**src/hdl/nvc_pkg.sv**
```systemverilog
// Constants shared by the nonvolatile control block.
// Assumes a 100 MHz core clock and an 8-bit register address space.
package nvc_pkg;

  // ----------------------------------------------------------------------
  // Register offsets
  // ----------------------------------------------------------------------
  localparam logic [7:0] ADDR_CTL_STAT = 8'h89;
  localparam logic [7:0] ADDR_LIVE_CRC = 8'h8a;
  localparam logic [7:0] ADDR_PTR_HIGH = 8'h8b;

  // ----------------------------------------------------------------------
  // Control/status field positions
  // ----------------------------------------------------------------------
  localparam int BIT_REGS_TO_SRAM = 6;
  localparam int BIT_CRC_FAIL = 5;
  localparam int BIT_AUTO_CRC = 4;
  localparam int BIT_EE_TO_REGS = 3;
  localparam int BIT_BUSY = 2;
  localparam int BIT_PROG = 0;

  // ----------------------------------------------------------------------
  // Reset values and counter limit
  // ----------------------------------------------------------------------
  localparam logic AUTO_CRC_RST = 1'b1;
  localparam logic [7:0] LIVE_CRC_RST = 8'h00;
  localparam logic [3:0] PTR_HIGH_RST = 4'h0;
  localparam logic [7:0] COUNT_MAX = 8'hff;

  // CRC-8 generator polynomial of the stored configuration image
  localparam logic [7:0] CRC_POLY = 8'h07;

  // ----------------------------------------------------------------------
  // Timing
  // ----------------------------------------------------------------------
  localparam int CLK_FREQ_HZ = 100_000_000;
  localparam int PROG_TIME_MS = 230;
  localparam int PROG_CYCLES = PROG_TIME_MS * (CLK_FREQ_HZ / 1000);

  // Sequencer states
  typedef enum logic [3:0] {
    ST_IDLE  = 4'b0001,
    ST_LOAD  = 4'b0010,
    ST_STORE = 4'b0100,
    ST_PROG  = 4'b1000
  } nvc_state_t;

endpackage

```
**src/hdl/nvc_ctrl.sv**
```systemverilog
// Nonvolatile storage control: commit sequencer, program cycle, CRC,
// and upper memory pointer. Register port comes from the serial slave.
// Assumes array, config-register and SRAM ports share mclk.
//
// Operation
// - Writing regs-to-SRAM bit starts copy; bit clears when copy ends.
// - Copy lands in SRAM page chosen by destination page select.
// - CRC fail flag sets on mismatch during EEPROM load; read only.
// - Auto CRC enable, reset one, makes program cycle compute CRC.
// - EEPROM loads into registers after reset and on commit bit.
// - Register reads are not answered during an EEPROM load.
// - EEPROM load only advances while always-on clock is active.
// - Busy flag reads one during whole erase/program; array blocked.
// - Program start acts only after previous transaction wrote key.
// - Erase/program cycle lasts about 230 ms.
// - Live CRC register shows CRC accumulated over EEPROM read.
// - Pointer high register holds four pointer bits, top reserved.
// - Pointer gives start; EEPROM and SRAM use nine bits, ROM twelve.
// - Program cycle counter increments per cycle, saturates at 255.
// - Data port reads start at pointer and advance afterwards.
`timescale 1ns/1ps
module nvc_ctrl #(
  parameter int NBYTES = 16,
  parameter int PAGES = 4,
  parameter int PROG_CYCLES = nvc_pkg::PROG_CYCLES
) (
  input wire logic mclk,
  input wire logic rstn,
  input wire logic reg_wr,
  input wire logic reg_rd,
  input wire logic [7:0] reg_addr,
  input wire logic [7:0] reg_wdata,
  output logic [7:0] reg_rdata,
  output logic reg_rd_valid,
  input wire logic txn_end,
  input wire logic unlock_key_ok,
  input wire logic [7:0] mem_ptr_low,
  input wire logic [$clog2(PAGES)-1:0] sram_dest_page_sel,
  input wire logic aux_clk_active,
  output logic [11:0] memory_start_pointer,
  output logic [8:0] ee_rd_addr,
  output logic ee_rd_en,
  input wire logic [7:0] ee_rdata,
  output logic ee_access_block,
  output logic ee_prog_start,
  output logic ee_prog_crc_en,
  output logic cfg_wr,
  output logic [7:0] cfg_addr,
  output logic [7:0] cfg_wdata,
  input wire logic [7:0] cfg_rdata,
  output logic sram_wr,
  output logic [8:0] sram_addr,
  output logic [7:0] sram_wdata,
  output logic [7:0] program_cycle_count
);

  localparam int IW = $clog2(NBYTES);
  localparam int PW = $clog2(PAGES);

  nvc_pkg::nvc_state_t st;
  logic [IW-1:0] idx;
  logic phase;
  logic boot_pend;
  logic load_req, store_req, prog_req;
  logic auto_crc, crc_fail;
  logic [7:0] live_crc;
  logic [3:0] ptr_high;
  logic key_in_txn, armed;
  logic aux_s1, aux_ok;
  logic tmr_busy, tmr_done;
  logic wr_ctl;

  assign wr_ctl = reg_wr && (reg_addr == nvc_pkg::ADDR_CTL_STAT);

  // CRC-8 step over one byte, MSB first
  function automatic logic [7:0] crc_step(input logic [7:0] c,
                                          input logic [7:0] d);
    logic [7:0] r;
    r = c ^ d;
    for (int i = 0; i < 8; i++) begin
      r = r[7] ? ((r << 1) ^ nvc_pkg::CRC_POLY) : (r << 1);
    end
    return r;
  endfunction

  // ----------------------------------------------------------------------
  // Always-on clock status, two-flop synchroniser
  // ----------------------------------------------------------------------
  always_ff @(posedge mclk or negedge rstn) begin
    if (!rstn) begin
      aux_s1 <= 1'b0;
      aux_ok <= 1'b0;
    end else begin
      aux_s1 <= aux_clk_active;
      aux_ok <= aux_s1;
    end
  end

  // ----------------------------------------------------------------------
  // Unlock tracking across serial transactions
  // ----------------------------------------------------------------------
  // key must be in previous transaction
  always_ff @(posedge mclk or negedge rstn) begin
    if (!rstn) begin
      key_in_txn <= 1'b0;
      armed <= 1'b0;
    end else if (txn_end) begin
      armed <= key_in_txn || unlock_key_ok;
      key_in_txn <= 1'b0;
    end else if (unlock_key_ok) begin
      key_in_txn <= 1'b1;
    end
  end

  // ----------------------------------------------------------------------
  // Control bits; requests stay set until the sequencer takes them
  // ----------------------------------------------------------------------
  always_ff @(posedge mclk or negedge rstn) begin
    if (!rstn) begin
      auto_crc <= nvc_pkg::AUTO_CRC_RST;
      load_req <= 1'b0;
      store_req <= 1'b0;
      prog_req <= 1'b0;
      ptr_high <= nvc_pkg::PTR_HIGH_RST;
    end else begin
      if (reg_wr && reg_addr == nvc_pkg::ADDR_PTR_HIGH) begin
        ptr_high <= reg_wdata[3:0];
      end
      if (wr_ctl) begin
        auto_crc <= reg_wdata[nvc_pkg::BIT_AUTO_CRC];
      end
      if (wr_ctl && reg_wdata[nvc_pkg::BIT_EE_TO_REGS]) begin
        load_req <= 1'b1;
      end else if (st == nvc_pkg::ST_IDLE && !tmr_busy) begin
        load_req <= 1'b0;
      end
      if (wr_ctl && reg_wdata[nvc_pkg::BIT_REGS_TO_SRAM]) begin
        store_req <= 1'b1;
      end else if (st == nvc_pkg::ST_IDLE && !tmr_busy && !load_req &&
                   !boot_pend) begin
        store_req <= 1'b0;
      end
      if (wr_ctl && reg_wdata[nvc_pkg::BIT_PROG] && armed) begin
        prog_req <= 1'b1;
      end else if (st == nvc_pkg::ST_PROG) begin
        prog_req <= 1'b0;
      end
    end
  end

  // ----------------------------------------------------------------------
  // Sequencer: load after reset, loads, copies and program launch
  // ----------------------------------------------------------------------
  always_ff @(posedge mclk or negedge rstn) begin
    if (!rstn) begin
      st <= nvc_pkg::ST_IDLE;
      boot_pend <= 1'b1;
      idx <= '0;
      phase <= 1'b0;
      live_crc <= nvc_pkg::LIVE_CRC_RST;
      crc_fail <= 1'b0;
      ee_rd_en <= 1'b0;
      ee_rd_addr <= '0;
      cfg_wr <= 1'b0;
      cfg_addr <= '0;
      cfg_wdata <= '0;
      sram_wr <= 1'b0;
      sram_addr <= '0;
      sram_wdata <= '0;
      ee_prog_start <= 1'b0;
      ee_prog_crc_en <= 1'b0;
    end else begin
      ee_rd_en <= 1'b0;
      cfg_wr <= 1'b0;
      sram_wr <= 1'b0;
      ee_prog_start <= 1'b0;
      unique case (st)
        nvc_pkg::ST_IDLE: begin
          idx <= '0;
          phase <= 1'b0;
          // nothing starts while busy; a load or copy taken while ee_prog_start is high still runs into busy
          if (!tmr_busy) begin
            if (boot_pend || load_req) begin
              st <= nvc_pkg::ST_LOAD;
              boot_pend <= 1'b0;
              live_crc <= nvc_pkg::LIVE_CRC_RST;
            end else if (store_req) begin
              st <= nvc_pkg::ST_STORE;
            end else if (prog_req) begin
              st <= nvc_pkg::ST_PROG;
            end
          end
        end
        nvc_pkg::ST_LOAD: begin
          // stall while always-on clock is off
          if (aux_ok && !phase) begin
            ee_rd_en <= 1'b1;
            ee_rd_addr <= 9'(idx);
            phase <= 1'b1;
          end else if (aux_ok && phase) begin
            phase <= 1'b0;
            if (idx == IW'(NBYTES - 1)) begin
              // last byte holds the stored CRC
              if (ee_rdata != live_crc) begin
                crc_fail <= 1'b1;
              end
              st <= nvc_pkg::ST_IDLE;
            end else begin
              live_crc <= crc_step(live_crc, ee_rdata);
              cfg_wr <= 1'b1;
              cfg_addr <= 8'(idx);
              cfg_wdata <= ee_rdata;
              idx <= idx + 1'b1;
            end
          end
        end
        nvc_pkg::ST_STORE: begin
          if (!phase) begin
            cfg_addr <= 8'(idx);
            phase <= 1'b1;
          end else begin
            sram_wr <= 1'b1;
            sram_addr <= 9'({sram_dest_page_sel, idx});
            sram_wdata <= cfg_rdata;
            phase <= 1'b0;
            idx <= idx + 1'b1;
            if (idx == IW'(NBYTES - 1)) begin
              st <= nvc_pkg::ST_IDLE;
            end
          end
        end
        nvc_pkg::ST_PROG: begin
          ee_prog_start <= 1'b1;
          // CRC byte generated by the array controller
          ee_prog_crc_en <= auto_crc;
          st <= nvc_pkg::ST_IDLE;
        end
      endcase
    end
  end

  nvc_prog_timer #(
    .CYCLES(PROG_CYCLES),
    .CW(32)
  ) u_timer (
    .mclk(mclk),
    .rstn(rstn),
    .start(ee_prog_start),
    .busy(tmr_busy),
    .done(tmr_done)
  );

  // ----------------------------------------------------------------------
  // Program counter, pointer and array blocking outputs
  // ----------------------------------------------------------------------
  always_ff @(posedge mclk or negedge rstn) begin
    if (!rstn) begin
      program_cycle_count <= '0;
      memory_start_pointer <= '0;
      ee_access_block <= 1'b0;
    end else begin
      if (tmr_done && program_cycle_count != nvc_pkg::COUNT_MAX) begin
        program_cycle_count <= program_cycle_count + 1'b1;
      end
      // data port reads begin at this pointer
      memory_start_pointer <= {ptr_high, mem_ptr_low};
      ee_access_block <= tmr_busy || ee_prog_start;
    end
  end

  // ----------------------------------------------------------------------
  // Register read port
  // ----------------------------------------------------------------------
  always_ff @(posedge mclk or negedge rstn) begin
    if (!rstn) begin
      reg_rdata <= '0;
      reg_rd_valid <= 1'b0;
    end else begin
      reg_rd_valid <= reg_rd && st != nvc_pkg::ST_LOAD;
      if (reg_rd && st != nvc_pkg::ST_LOAD) begin
        unique case (reg_addr)
          nvc_pkg::ADDR_CTL_STAT: reg_rdata <= {1'b0,
            store_req || st == nvc_pkg::ST_STORE, crc_fail, auto_crc,
            load_req || boot_pend, tmr_busy, 1'b0, prog_req};
          nvc_pkg::ADDR_LIVE_CRC: reg_rdata <= live_crc;
          nvc_pkg::ADDR_PTR_HIGH: reg_rdata <= {4'h0, ptr_high};
          default: reg_rdata <= 8'h00;
        endcase
      end
    end
  end

  // ----------------------------------------------------------------------
  // Checks
  // ----------------------------------------------------------------------
  AST_NO_READ_IN_LOAD: assert property (@(posedge mclk) disable iff (!rstn)
    st == nvc_pkg::ST_LOAD |=> !reg_rd_valid)
    else $error("read answered during load");
  AST_LOAD_NEEDS_AUX: assert property (@(posedge mclk) disable iff (!rstn)
    (st == nvc_pkg::ST_LOAD && !aux_ok) |=> !ee_rd_en && !cfg_wr)
    else $error("load advanced without always-on clock");
  AST_BUSY_HOLDS: assert property (@(posedge mclk) disable iff (!rstn)
    ee_prog_start |=> tmr_busy [*8])
    else $error("busy dropped early");
  AST_NO_ARRAY_WHEN_BUSY: assert property (@(posedge mclk)
    disable iff (!rstn) tmr_busy |-> !ee_rd_en && !sram_wr)
    else $error("array accessed while busy");
  AST_PROG_NEEDS_KEY: assert property (@(posedge mclk) disable iff (!rstn)
    $rose(prog_req) |-> $past(armed))
    else $error("program launched without key");
  AST_COUNT_SAT: assert property (@(posedge mclk) disable iff (!rstn)
    program_cycle_count == 8'hff |=> program_cycle_count == 8'hff)
    else $error("count wrapped");
  AST_COUNT_INC: assert property (@(posedge mclk) disable iff (!rstn)
    (tmr_done && program_cycle_count < 8'hff) |=>
    program_cycle_count == $past(program_cycle_count) + 8'h01)
    else $error("count missed increment");
  AST_PTR_HIGH_NIB: assert property (@(posedge mclk) disable iff (!rstn)
    (reg_wr && reg_addr == nvc_pkg::ADDR_PTR_HIGH) |=>
    ##1 memory_start_pointer[11:8] == $past(reg_wdata[3:0], 2))
    else $error("pointer high not captured");
  AST_SRAM_PAGE: assert property (@(posedge mclk) disable iff (!rstn)
    sram_wr |-> sram_addr[IW+PW-1:IW] == $past(sram_dest_page_sel))
    else $error("copy to wrong page");
  AST_COPY_ENDS: assert property (@(posedge mclk) disable iff (!rstn)
    $rose(st == nvc_pkg::ST_STORE) |-> ##[1:64] st == nvc_pkg::ST_IDLE)
    else $error("copy did not finish");

endmodule

```
**src/hdl/nvc_prog_timer.sv**
```systemverilog
// Erase/program cycle timer.
// Assumes start is a one-cycle pulse issued only while busy is low.
`timescale 1ns/1ps
module nvc_prog_timer #(
  parameter int CYCLES = 23_000_000,
  parameter int CW = 25
) (
  input wire logic mclk,
  input wire logic rstn,
  input wire logic start,
  output logic busy,
  output logic done
);

  logic [CW-1:0] cnt;

  // ----------------------------------------------------------------------
  // Down counter, done pulses in the cycle after the last busy cycle
  // ----------------------------------------------------------------------
  always_ff @(posedge mclk or negedge rstn) begin
    if (!rstn) begin
      cnt <= '0;
      busy <= 1'b0;
      done <= 1'b0;
    end else begin
      done <= 1'b0;
      if (start && !busy) begin
        cnt <= CW'(CYCLES - 1);
        busy <= 1'b1;
      end else if (busy) begin
        if (cnt == '0) begin
          busy <= 1'b0;
          done <= 1'b1;
        end else begin
          cnt <= cnt - 1'b1;
        end
      end
    end
  end

endmodule

```
**config.mk**
```make
export PLATFORM = sky130hd
export DESIGN_NAME = nvc_ctrl
export DESIGN_NICKNAME = d
export VERILOG_FILES = /design/src/hdl/nvc_pkg.sv /design/src/hdl/nvc_ctrl.sv /design/src/hdl/nvc_prog_timer.sv
export SDC_FILE = /design/constraint.sdc
export NUM_CORES = 1
export LEC_CHECK = 0
export ABC_AREA = 1
export BUFFER_PORTS_ARGS = -buffer_cell sky130_fd_sc_hd__buf_4
export CAP_MARGIN = 20
export CORE_MARGIN = 2
export CORE_UTILIZATION = 32
export CTS_BUF_LIST = sky130_fd_sc_hd__clkbuf_16
export DETAILED_ROUTE_END_ITERATION = 6
export GPL_TIMING_DRIVEN = 1
export PLACE_DENSITY_LB_ADDON = 0.08
export REMOVE_ABC_BUFFERS = 1
export SYNTH_ARGS = -nofsm -noshare
export SYNTH_HDL_FRONTEND = slang
export SYNTH_SLANG_ARGS = --single-unit
export TNS_END_PERCENT = 50
```
**constraint.sdc**
```tcl
create_clock -name mclk -period 3.4 [get_ports mclk]
set_input_delay 0.34 -clock mclk [delete_from_list [all_inputs] [get_ports mclk]]
set_output_delay 0.34 -clock mclk [all_outputs]
set_load 0.05 [all_outputs]
```
# Word level (Yosys, flattened, before mapping)
# Index checks and enable logic that the tools add are counted.
classes:
  addsub: 3
  n_eq_ne: 21
  mux: 64
  bitwise: 12
  reduce_logical: 42
ops:
  columns: ["op", "n"]
  rows:
  - ["$mux W32", 3]
  - ["$mux W8", 9]
  - ["$mux W4", 12]
  - ["$logic_not A32 Y1", 1]
  - ["$pmux W8 S2", 2]
  - ["$sub A32 B1 Y32 const B", 1]
  - ["$mux W1", 26]
  - ["$eq A8 B8 Y1 const B", 3]
  - ["$mux W3", 8]
  - ["$not A3 Y3", 8]
  - ["$pmux W8 S3", 1]
  - ["$reduce_and A5 Y1", 4]
  - ["$pmux W4 S4", 1]
  - ["$logic_and A1 B1 Y1", 14]
  - ["$reduce_bool A2 Y1", 7]
  - ["$ne A2 B2 Y1 const B", 6]
  - ["$pmux W4 S3", 1]
  - ["$add A8 B1 Y8 const B", 1]
  - ["$eq A4 B4 Y1 const B", 2]
  - ["$ne A8 B8 Y1", 1]
  - ["$ne A8 B8 Y1 const B", 1]
  - ["$reduce_and A2 Y1", 4]
  - ["$xor A8 B8 Y8", 1]
  - ["$reduce_and A6 Y1", 1]
  - ["15 further kinds", 24]
word_totals:
  regBits: 134
  in_bits: 49
  output_inout_bits: 77
  wordCells: 175

# Logic depth before layout (Yosys ltp)
# Gate-level depths: netlist of the first run.
depth:
  word_depth: 21
  ltp_mapped: 11
  depth_no_buf: 10

# Modules after synthesis
# A second synthesis of the first run with hierarchy kept.
hier_totals:
  hier_cells: 855
  area_unflattened_um2: 6663.9
by_module_without_submodules:
  columns: ["mod", "instances", "cells_each", "area_per_inst_um2", "seq_area_each_um2"]
  rows:
  - ["nvc_ctrl", 1, 498, 4370.4, 2406.1]
  - ["nvc_prog_timer", 1, 357, 2293.4, 850.8]

# Worst setup path after synthesis of the first run
# Ideal clock, no wire load.
synth_timing:
  path_kind: "reg-to-reg"
  startpoint: "register program_cycle_count[0]"
  endpoint: "register program_cycle_count[4]"
  setup_ns: 0.125
  arrival_time_ns: 1.711
  required_ns: 3.275
  path_slack_ns: 1.564
  path_stages_with_launch: 5
  n_path_buf: 0
  period_less_slack_ns: 1.836
  cell_sequence: "dfrtp_1 -> ha_1 -> nand3_1 -> o21ai_2 -> mux2_2"
synth_between:
  elab_chain_len: 2
  elab_cells_between_ends: 3
  cone_classes: "add/sub: 1; eq/ne: 1; reduce/logical: 1"
synth_rtl:
  columns: ["element", "line_no", "rtl"]
  rows:
  - ["start, declared", "nvc_ctrl.sv:54", "output logic [7:0] program_cycle_count"]
  - ["start signal, assigned", "nvc_ctrl.sv:263", "program_cycle_count <= program_cycle_count + 1'b1;"]
  - ["branches (longest 2 deep; another with $add A8 B1 Y8)", null, null]
# Several ways; the timed one is not identified.
# A chain may end at the register's enable or synchronous reset.

# Worst setup path after layout of the first run
layout_timing:
  startpoint: "register u_timer.cnt[0]"
  endpoint: "register u_timer.cnt[20]"
layout_between:
  elab_chain_len: 4
  elab_cells_between_ends: 7
  cone_classes: "add/sub: 1; eq/ne: 1; mux: 3; reduce/logical: 2"
layout_rtl:
  columns: ["element", "line_no", "rtl"]
  rows:
  - ["start, declared", "nvc_prog_timer.sv:15", "logic [CW-1:0] cnt;"]
  - ["start signal, assigned", "nvc_prog_timer.sv:28", "cnt <= CW'(CYCLES - 1);"]
  - ["start signal, assigned", "nvc_prog_timer.sv:35", "cnt <= cnt - 1'b1;"]
  - ["$sub A32 B1 Y32", "nvc_prog_timer.sv:35", null]
  - ["$mux W32", "nvc_prog_timer.sv:31", "if (cnt == '0) begin"]
  - ["$mux W32", "nvc_prog_timer.sv:30", "end else if (busy) begin"]
  - ["$mux W32", "nvc_prog_timer.sv:27", "if (start && !busy) begin"]
# Several ways; a longest one is shown, not always the timed one. The select of a mux whose other input is x is not followed.

==> results of run 1 <==
-- layout by cell type, fill, tap and decap left out, drive strengths merged --
cell type / count
o22ai: 2
clkinv: 7
clkinvlp: 4
a31oi: 1
ha: 6
dfrtp: 127
nor2: 94
dlygate4sd3: 6
buf: 117
o21a: 1
clkbuf: 17
mux2: 7
o21ai: 58
nand2: 254
nor3: 8
or2: 1
a21oi: 3
o21bai: 4
xor2: 13
a21o: 2
inv: 79
xnor2: 13
o211ai: 1
a22o: 1
nand3: 67
dfstp: 3
nor4: 2
nand4: 24
conb: 12
-- power groups by stage --
stage	registers [mW]	logic, mW	clock network [mW]
floorplan	2.64	1.31	0
global placement	2.28	2.33	0
detailed placement	2.27	2.34	0
CTS	2.25	2.35	1.73
global route	2.32	2.62	1.80
finish	2.25	2.32	1.67
-- worst register-to-register path, cell delays in order (launching register included) --
cell and delay, ns:
dfrtp_1 0.36, inv_1 0.14, ha_1 0.31, nand2_2 0.14
nor2_4 0.19, nand3_2 0.14, nor2_4 0.14, nor2_4 0.10
buf_4 0.24, nand2_1 0.09, o21ai_1 0.06
-- routing by layer --
metal	track usage, %	part of all wire, %	vias to the layer above
li1	-	-	2782
met1	21.0	47	2508
met2	26.2	48	93
met3	4.08	3.9	5
met4	4.51	0.67	0
met5	0	0	-
-- per-stage QoR --
stage | utilization, % | hold WS, ns | setup slack [ns] | cells
global placement | 38.4 | 0.332 | 1.37 | 1160
floorplan | - | 0.0444 | 1.56 | 779
CTS | 41.4 | 0.0000637 | 1.35 | 1198
finish | 41.5 | 0.0275 | 1.39 | 1199
detailed placement | 38.4 | 0.343 | 1.37 | 1160
global route | 41.5 | 0.000488 | 1.18 | 1199
-- cell families after synthesis --
logic type,count (synthesis),share of synthesized area [%]
buf+inv,100,7.10
fa+ha+maj,6,1.17
mux,7,1.23
flops,130,50.7
compound gates,73,6.17
other cells,1,0.0583
simple gates,450,30.1
xor+xnor,26,3.54
-- path summary, 6_finish.rpt --
path                                     start                 endpoint  slack (ns)  cells past startpoint
worst min-delay path            mem_ptr_low[1]  memory_start_pointer[1]        0.03                      1
max in group asynchronous                 rstn                    st[0]        2.08                      3
worst max register to register  u_timer.cnt[0]          u_timer.cnt[20]        1.39                     10
worst max-delay path            u_timer.cnt[0]          u_timer.cnt[20]        1.39                     10
worst min register to register          aux_s1                   aux_ok        0.36                      0
min in group asynchronous                 rstn           u_timer.cnt[9]        0.52                      2
-- sequential cells by signal, indices dropped and copies added, names as in the netlist, 4 cells and up --
name,flops
sram_addr,6
idx,4
memory_start_pointer,12
sram_wdata,8
ptr_high,4
program_cycle_count,8
u_timer.cnt,32
st,4
live_crc,8
cfg_addr,4
cfg_wdata,8
reg_rdata,8
ee_rd_addr,4
-- layout make-up --
class / count / area (um^2) / share of cell area [%]
flip-flops and latches: 130 / 3260 / 40.1
multi-input cells: 574 / 2760 / 33.9
repair buffers: 123 / 962 / 11.8
clock buffers: 17 / 425 / 5.23
well taps: 265 / 332 / 4.08
inverters: 75 / 284 / 3.49
clock inverters: 15 / 113 / 1.39
-- what timing repair did --
| item | 4_1_cts | 5_1_grt |
|---|---|---|
| hold buffers | 6 | 0 |
| endpoints found under the hold margin | 76 | 0 |
| gates resized for setup | 0 | 0 |
==> flow_metrics.env, run 1 <==
export IMPL_outcome="finished, final reports clean"
export IMPL_skew_ns=0.00685
export IMPL_synth_warning_count=0
export IMPL_required_ns=3.69
export IMPL_fillers=2044
export IMPL_async_reset_ff_share_pct=100
export IMPL_grt_first_pass_wirelength_mm=27.3
export IMPL_ys_types=40
export IMPL_wire_per_inst_um=13.5
export IMPL_syn_to_final_growth_pct=26.5
export IMPL_netlist_instances=793
export IMPL_rsz0062_at_grt="false"
export IMPL_cp_top_family="simple AND/OR/NAND/NOR gates"
export IMPL_setup_viol=0
export IMPL_crit_fanout=23
export IMPL_worstMarginPinSlew_ns=0.759
export IMPL_coreArea_um2=19600
export IMPL_cts_max_level=4
export IMPL_numPortBuffers=111
export IMPL_initial_utilization_pct=32.8
export IMPL_synth_common_cells="252 x nand2_1, 127 x dfrtp_1, 84 x nor2_1"
export IMPL_io_pins=126
export IMPL_drt_total_wl_mm=16.2
export IMPL_clockPowerShare_pct=26.7
export IMPL_power_density_nw_per_um2=768
export IMPL_period_share_pct=59.2
export IMPL_crit_path_top_delay_cell="dfrtp_1"
export IMPL_die_w_um=146
export IMPL_cts_tree="built"
export IMPL_vias=5388
export IMPL_cp_end_kind="flop"
export IMPL_clk_latency_ns=0.42
export IMPL_nets=976
export IMPL_seqPwrFrac_pct=36.1
export IMPL_drc=0
export IMPL_critPathKind="reg -> reg"
export IMPL_worst_setup_path_start_kind="flop"
export IMPL_routed_via_density=4.49
export IMPL_yosysSeqAreaShare_pct=50.7
export IMPL_p_comb_share_pct=37.2
export IMPL_cts_buffer_depth=2
export IMPL_place_area_um2=7520
export IMPL_drtPass1Iterations=4
export IMPL_first_iter_violations=280
export IMPL_sw_frac_of_total_pct=41.9
export IMPL_peakVddDrop_mv=0.323
export IMPL_grt_overflow_total=0
export IMPL_hold_viol=0
export IMPL_num_rows=51
export IMPL_routabilityCongestion=0.808
export IMPL_setup_tns_ns=0
export IMPL_final_antenna_net_count=0
export IMPL_yosys_most_used_dff="dfrtp_1"
export IMPL_relSlewSlack_pct=49.3
export IMPL_antenna_found_initial=0
export IMPL_cts_made_buffers=17
export IMPL_grt_pass1_vias=5293
export IMPL_dpl_hpwl_mm=11.8
export IMPL_avgSynthCellArea_um2=8.11
export IMPL_diodes=0
export IMPL_power_mw=6.24
export IMPL_fmax_ghz=0.497
export IMPL_synth_edff_count=0
export IMPL_max_cap_violations=0
export IMPL_yosysMostFrequentCell="nand2_1"
export IMPL_cpPeakStageDelay_ns=0.36
export IMPL_critPathBufInv=2
export IMPL_path_cells="inv_1 -> ha_1 -> nand2_2 -> nor2_4 -> nand3_2 -> nor2_4 -> nor2_4 -> buf_4 -> nand2_1 -> o21ai_1"
export IMPL_ys_ff_latch=130
export IMPL_worstHoldPathType="in -> reg"
export IMPL_drv_slew=0
export IMPL_gr_usage_all_layers_pct=16.0
export IMPL_arrival_ns=2.31
export IMPL_yosys_area_top_type="dfrtp_1"
export IMPL_clkSinkCount=130
export IMPL_min_period_ns=2.01
export IMPL_crit_path_frequent_cell="nor2_4"
export IMPL_final_area_um2=8130
export IMPL_fp_dieH_um=146
export IMPL_internal_power_mw=3.62
export IMPL_synth_top_area_share_pct=49.4
export IMPL_drive_above_1_share_pct=19.2
export IMPL_grt_max_degree=73
export IMPL_post_cts_buffers=0
export IMPL_clock_root_buffer="clkbuf_16"
export IMPL_p_leak_nw=4.13
export IMPL_fp_dieArea_um2=21200
export IMPL_switching_power_mw=2.62
export IMPL_syn_area_um2=6430
export IMPL_clk_pin_slew_ns=0.06
export IMPL_synth_top_cells_by_area="dfrtp_1 49%, nand2_1 15%, nand3_1 5.1%"
No activity file was read; power rests on OpenSTA's default activity.
==> run 2: changes to the inputs <==
==> constraint.sdc (replaced) <==
create_clock -name mclk -period 1.8 [get_ports mclk]
set_input_delay 0.18 -clock mclk [delete_from_list [all_inputs] [get_ports mclk]]
set_output_delay 0.18 -clock mclk [all_outputs]
set_load 0.05 [all_outputs]
==> run 2 against run 1 <==
- critical path type unchanged
- critical path depth is 1 lower
- global-route usage up 1.5 points
- via count is 7.6% higher
- hold slack lost 0.0075 ns
- clock-buffer cell count stayed put
- clock power up 120%
- largest cell class unchanged
- wire length up 9.5%
- die area unchanged
- first-iteration DRC count decreased by 2.9%
==> flow_metrics.env, run 2 (synthesized netlist as in run 1, its figures left out) <==
export IMPL_outcome="finished, final reports clean"
export IMPL_coreArea_um2=19600
export IMPL_peakVddDrop_mv=0.655
export IMPL_clk_pin_slew_ns=0.06
export IMPL_first_iter_violations=272
export IMPL_syn_to_final_growth_pct=41.3
export IMPL_layout_common_cells="251 x nand2_1, 178 x buf_4, 127 x dfrtp_1, 77 x nor2_1, 71 x inv_1"
export IMPL_grt_overflow_total=0
export IMPL_initial_utilization_pct=32.8
export IMPL_largest_register="u_timer.cnt"
export IMPL_fmax_ghz=0.587
export IMPL_cts_max_level=4
export IMPL_multi_input_area_um2=2830
export IMPL_top_regs="u_timer.cnt x32, memory_start_pointer x12"
export IMPL_cpPeakStageDelay_ns=0.43
export IMPL_hold_viol=0
export IMPL_clkSinkCount=130
export IMPL_vias=5795
export IMPL_drc=0
export IMPL_fp_dieArea_um2=21200
export IMPL_place_area_um2=8000
export IMPL_fp_dieH_um=146
export IMPL_cts_made_buffers=17
export IMPL_drv_slew=0
export IMPL_power_density_nw_per_um2=1440
export IMPL_drt_total_wl_mm=17.7
export IMPL_worst_hold_slack_ns=0.0200
export IMPL_final_area_um2=9080
export IMPL_period_share_pct=94.6
export IMPL_routabilityCongestion=0.845
export IMPL_setup_viol=0
export IMPL_diodes=0
export IMPL_crit_path_frequent_cell="nor2_4"
export IMPL_worst_setup_path_start_kind="flop"
export IMPL_grt_first_pass_wirelength_mm=29.6
export IMPL_rsz0062_at_grt="true"
export IMPL_dpl_hpwl_mm=13.0
export IMPL_io_pins=126
export IMPL_required_ns=2.09
export IMPL_grt_pass1_vias=5701
export IMPL_drtPass1Iterations=4
export IMPL_grt_max_degree=49
export IMPL_crit_fanout=6
export IMPL_die_w_um=146
export IMPL_max_cap_violations=0
export IMPL_arrival_ns=1.99
export IMPL_min_period_ns=1.70
export IMPL_wire_per_inst_um=13.7
export IMPL_crit_path_top_delay_cell="dfrtp_1"
export IMPL_nets=1071
export IMPL_drive_above_1_share_pct=24.9
export IMPL_cp_top_family="simple AND/OR/NAND/NOR gates"
export IMPL_clk_latency_ns=0.43
export IMPL_critPathBufInv=1
export IMPL_p_leak_nw=4.62
export IMPL_cp_end_kind="flop"
export IMPL_path_cells="nor2_2 -> nand2_1 -> nor2_4 -> nand3_4 -> nor2_4 -> nor2_4 -> buf_4 -> nand2_1 -> o21ai_1"
export IMPL_gr_usage_all_layers_pct=17.5
export IMPL_antenna_found_initial=0
export IMPL_layout_commonest_cell="nand2_1"
export IMPL_regArea_um2=3260
export IMPL_num_rows=51
export IMPL_fillers=1966
export IMPL_worstHoldPathType="in -> reg"
export IMPL_critPathKind="reg -> reg"
export IMPL_skew_ns=0.0126
export IMPL_routed_via_density=4.48
export IMPL_r2r_setup_slack_ns=0.1
export IMPL_clock_root_buffer="clkbuf_16"
export IMPL_cts_tree="built"
export IMPL_largest_reg_flops=32
export IMPL_cts_buffer_depth=2
export IMPL_power_mw=13.1
export IMPL_numPortBuffers=111
export IMPL_final_antenna_net_count=0
-- run 2: changes by cell type in the layout (fill, tap and decap cells not counted), moves of 4 or more --
cell / change
bufinv_16: +4
nor2_4: +4
nor2_2: +4
nor2_1: -7
dlygate4sd3_1: +28
buf_4: +64
-- run 2: worst paths after layout --
kind                            cells past startpoint              end       startpoint
worst min-delay path                                2         load_req     reg_wdata[3]
max in group asynchronous                           3            st[0]             rstn
worst min register to register                      0           aux_ok           aux_s1
min in group asynchronous                           2  u_timer.cnt[17]             rstn
worst max-delay path                                9  u_timer.cnt[22]  u_timer.cnt[17]
worst max register to register                      9  u_timer.cnt[22]  u_timer.cnt[17]
-- run 2: power by group --
group | leakage, nW | total (mW) | internal, mW | switching [mW]
clock | 0.293 | 3.64 | 2.30 | 1.34
combinational | 2.71 | 5.28 | 1.98 | 3.30
sequential | 1.62 | 4.14 | 3.62 | 0.519
total | 4.62 | 13.1 | 7.90 | 5.16
-- run 2: through the flow --
step | setup WS [ns] | utilization (%) | std cells | TNS [ns]
floorplan | -0.0356 | - | 779 | -0.107
global placement | -0.000132 | 40.8 | 1221 | -0.000132
detailed placement | -0.0169 | 40.8 | 1221 | -0.0175
CTS | 0.000783 | 45.7 | 1287 | 0
global route | -0.0317 | 46.4 | 1293 | -0.131
finish | 0.0973 | 46.4 | 1293 | 0
-- run 2: timing repair --
item / in CTS / in global routing
hold endpoints to repair: 160 / 0
cloned: 1 / 0
hold buffers: 34 / 0
buffers inserted: 0 / 6
endpoints found under the setup margin: 10 / 41
pin swaps: 1 / 6
gates resized for setup: 0 / 19
-- run 2: routing by layer --
metal	vias to the layer above	part of all wire, %	track usage, %
li1	2976	-	-
met1	2673	46	23.0
met2	132	48	28.5
met3	14	4.0	4.36
met4	0	1.1	5.05
met5	-	0	0
-- run 2: area by class of cell --
class / instances / share of cell area, %
Sequential cell: 130 / 35.9
Timing Repair Buffer: 217 / 19.5
Multi-Input combinational cell: 575 / 31.1
Clock buffer: 17 / 4.68
Inverter: 75 / 3.15
Clock inverter: 14 / 2.07
Tap cell: 265 / 3.65
-- run 2: worst register-to-register path, stage by stage, from the launching register on --
cell and delay [ns]:
dfrtp_1 0.43, nor2_2 0.16, nand2_1 0.12, nor2_4 0.16
nand3_4 0.10, nor2_4 0.20, nor2_4 0.11, buf_4 0.19
nand2_1 0.05, o21ai_1 0.05
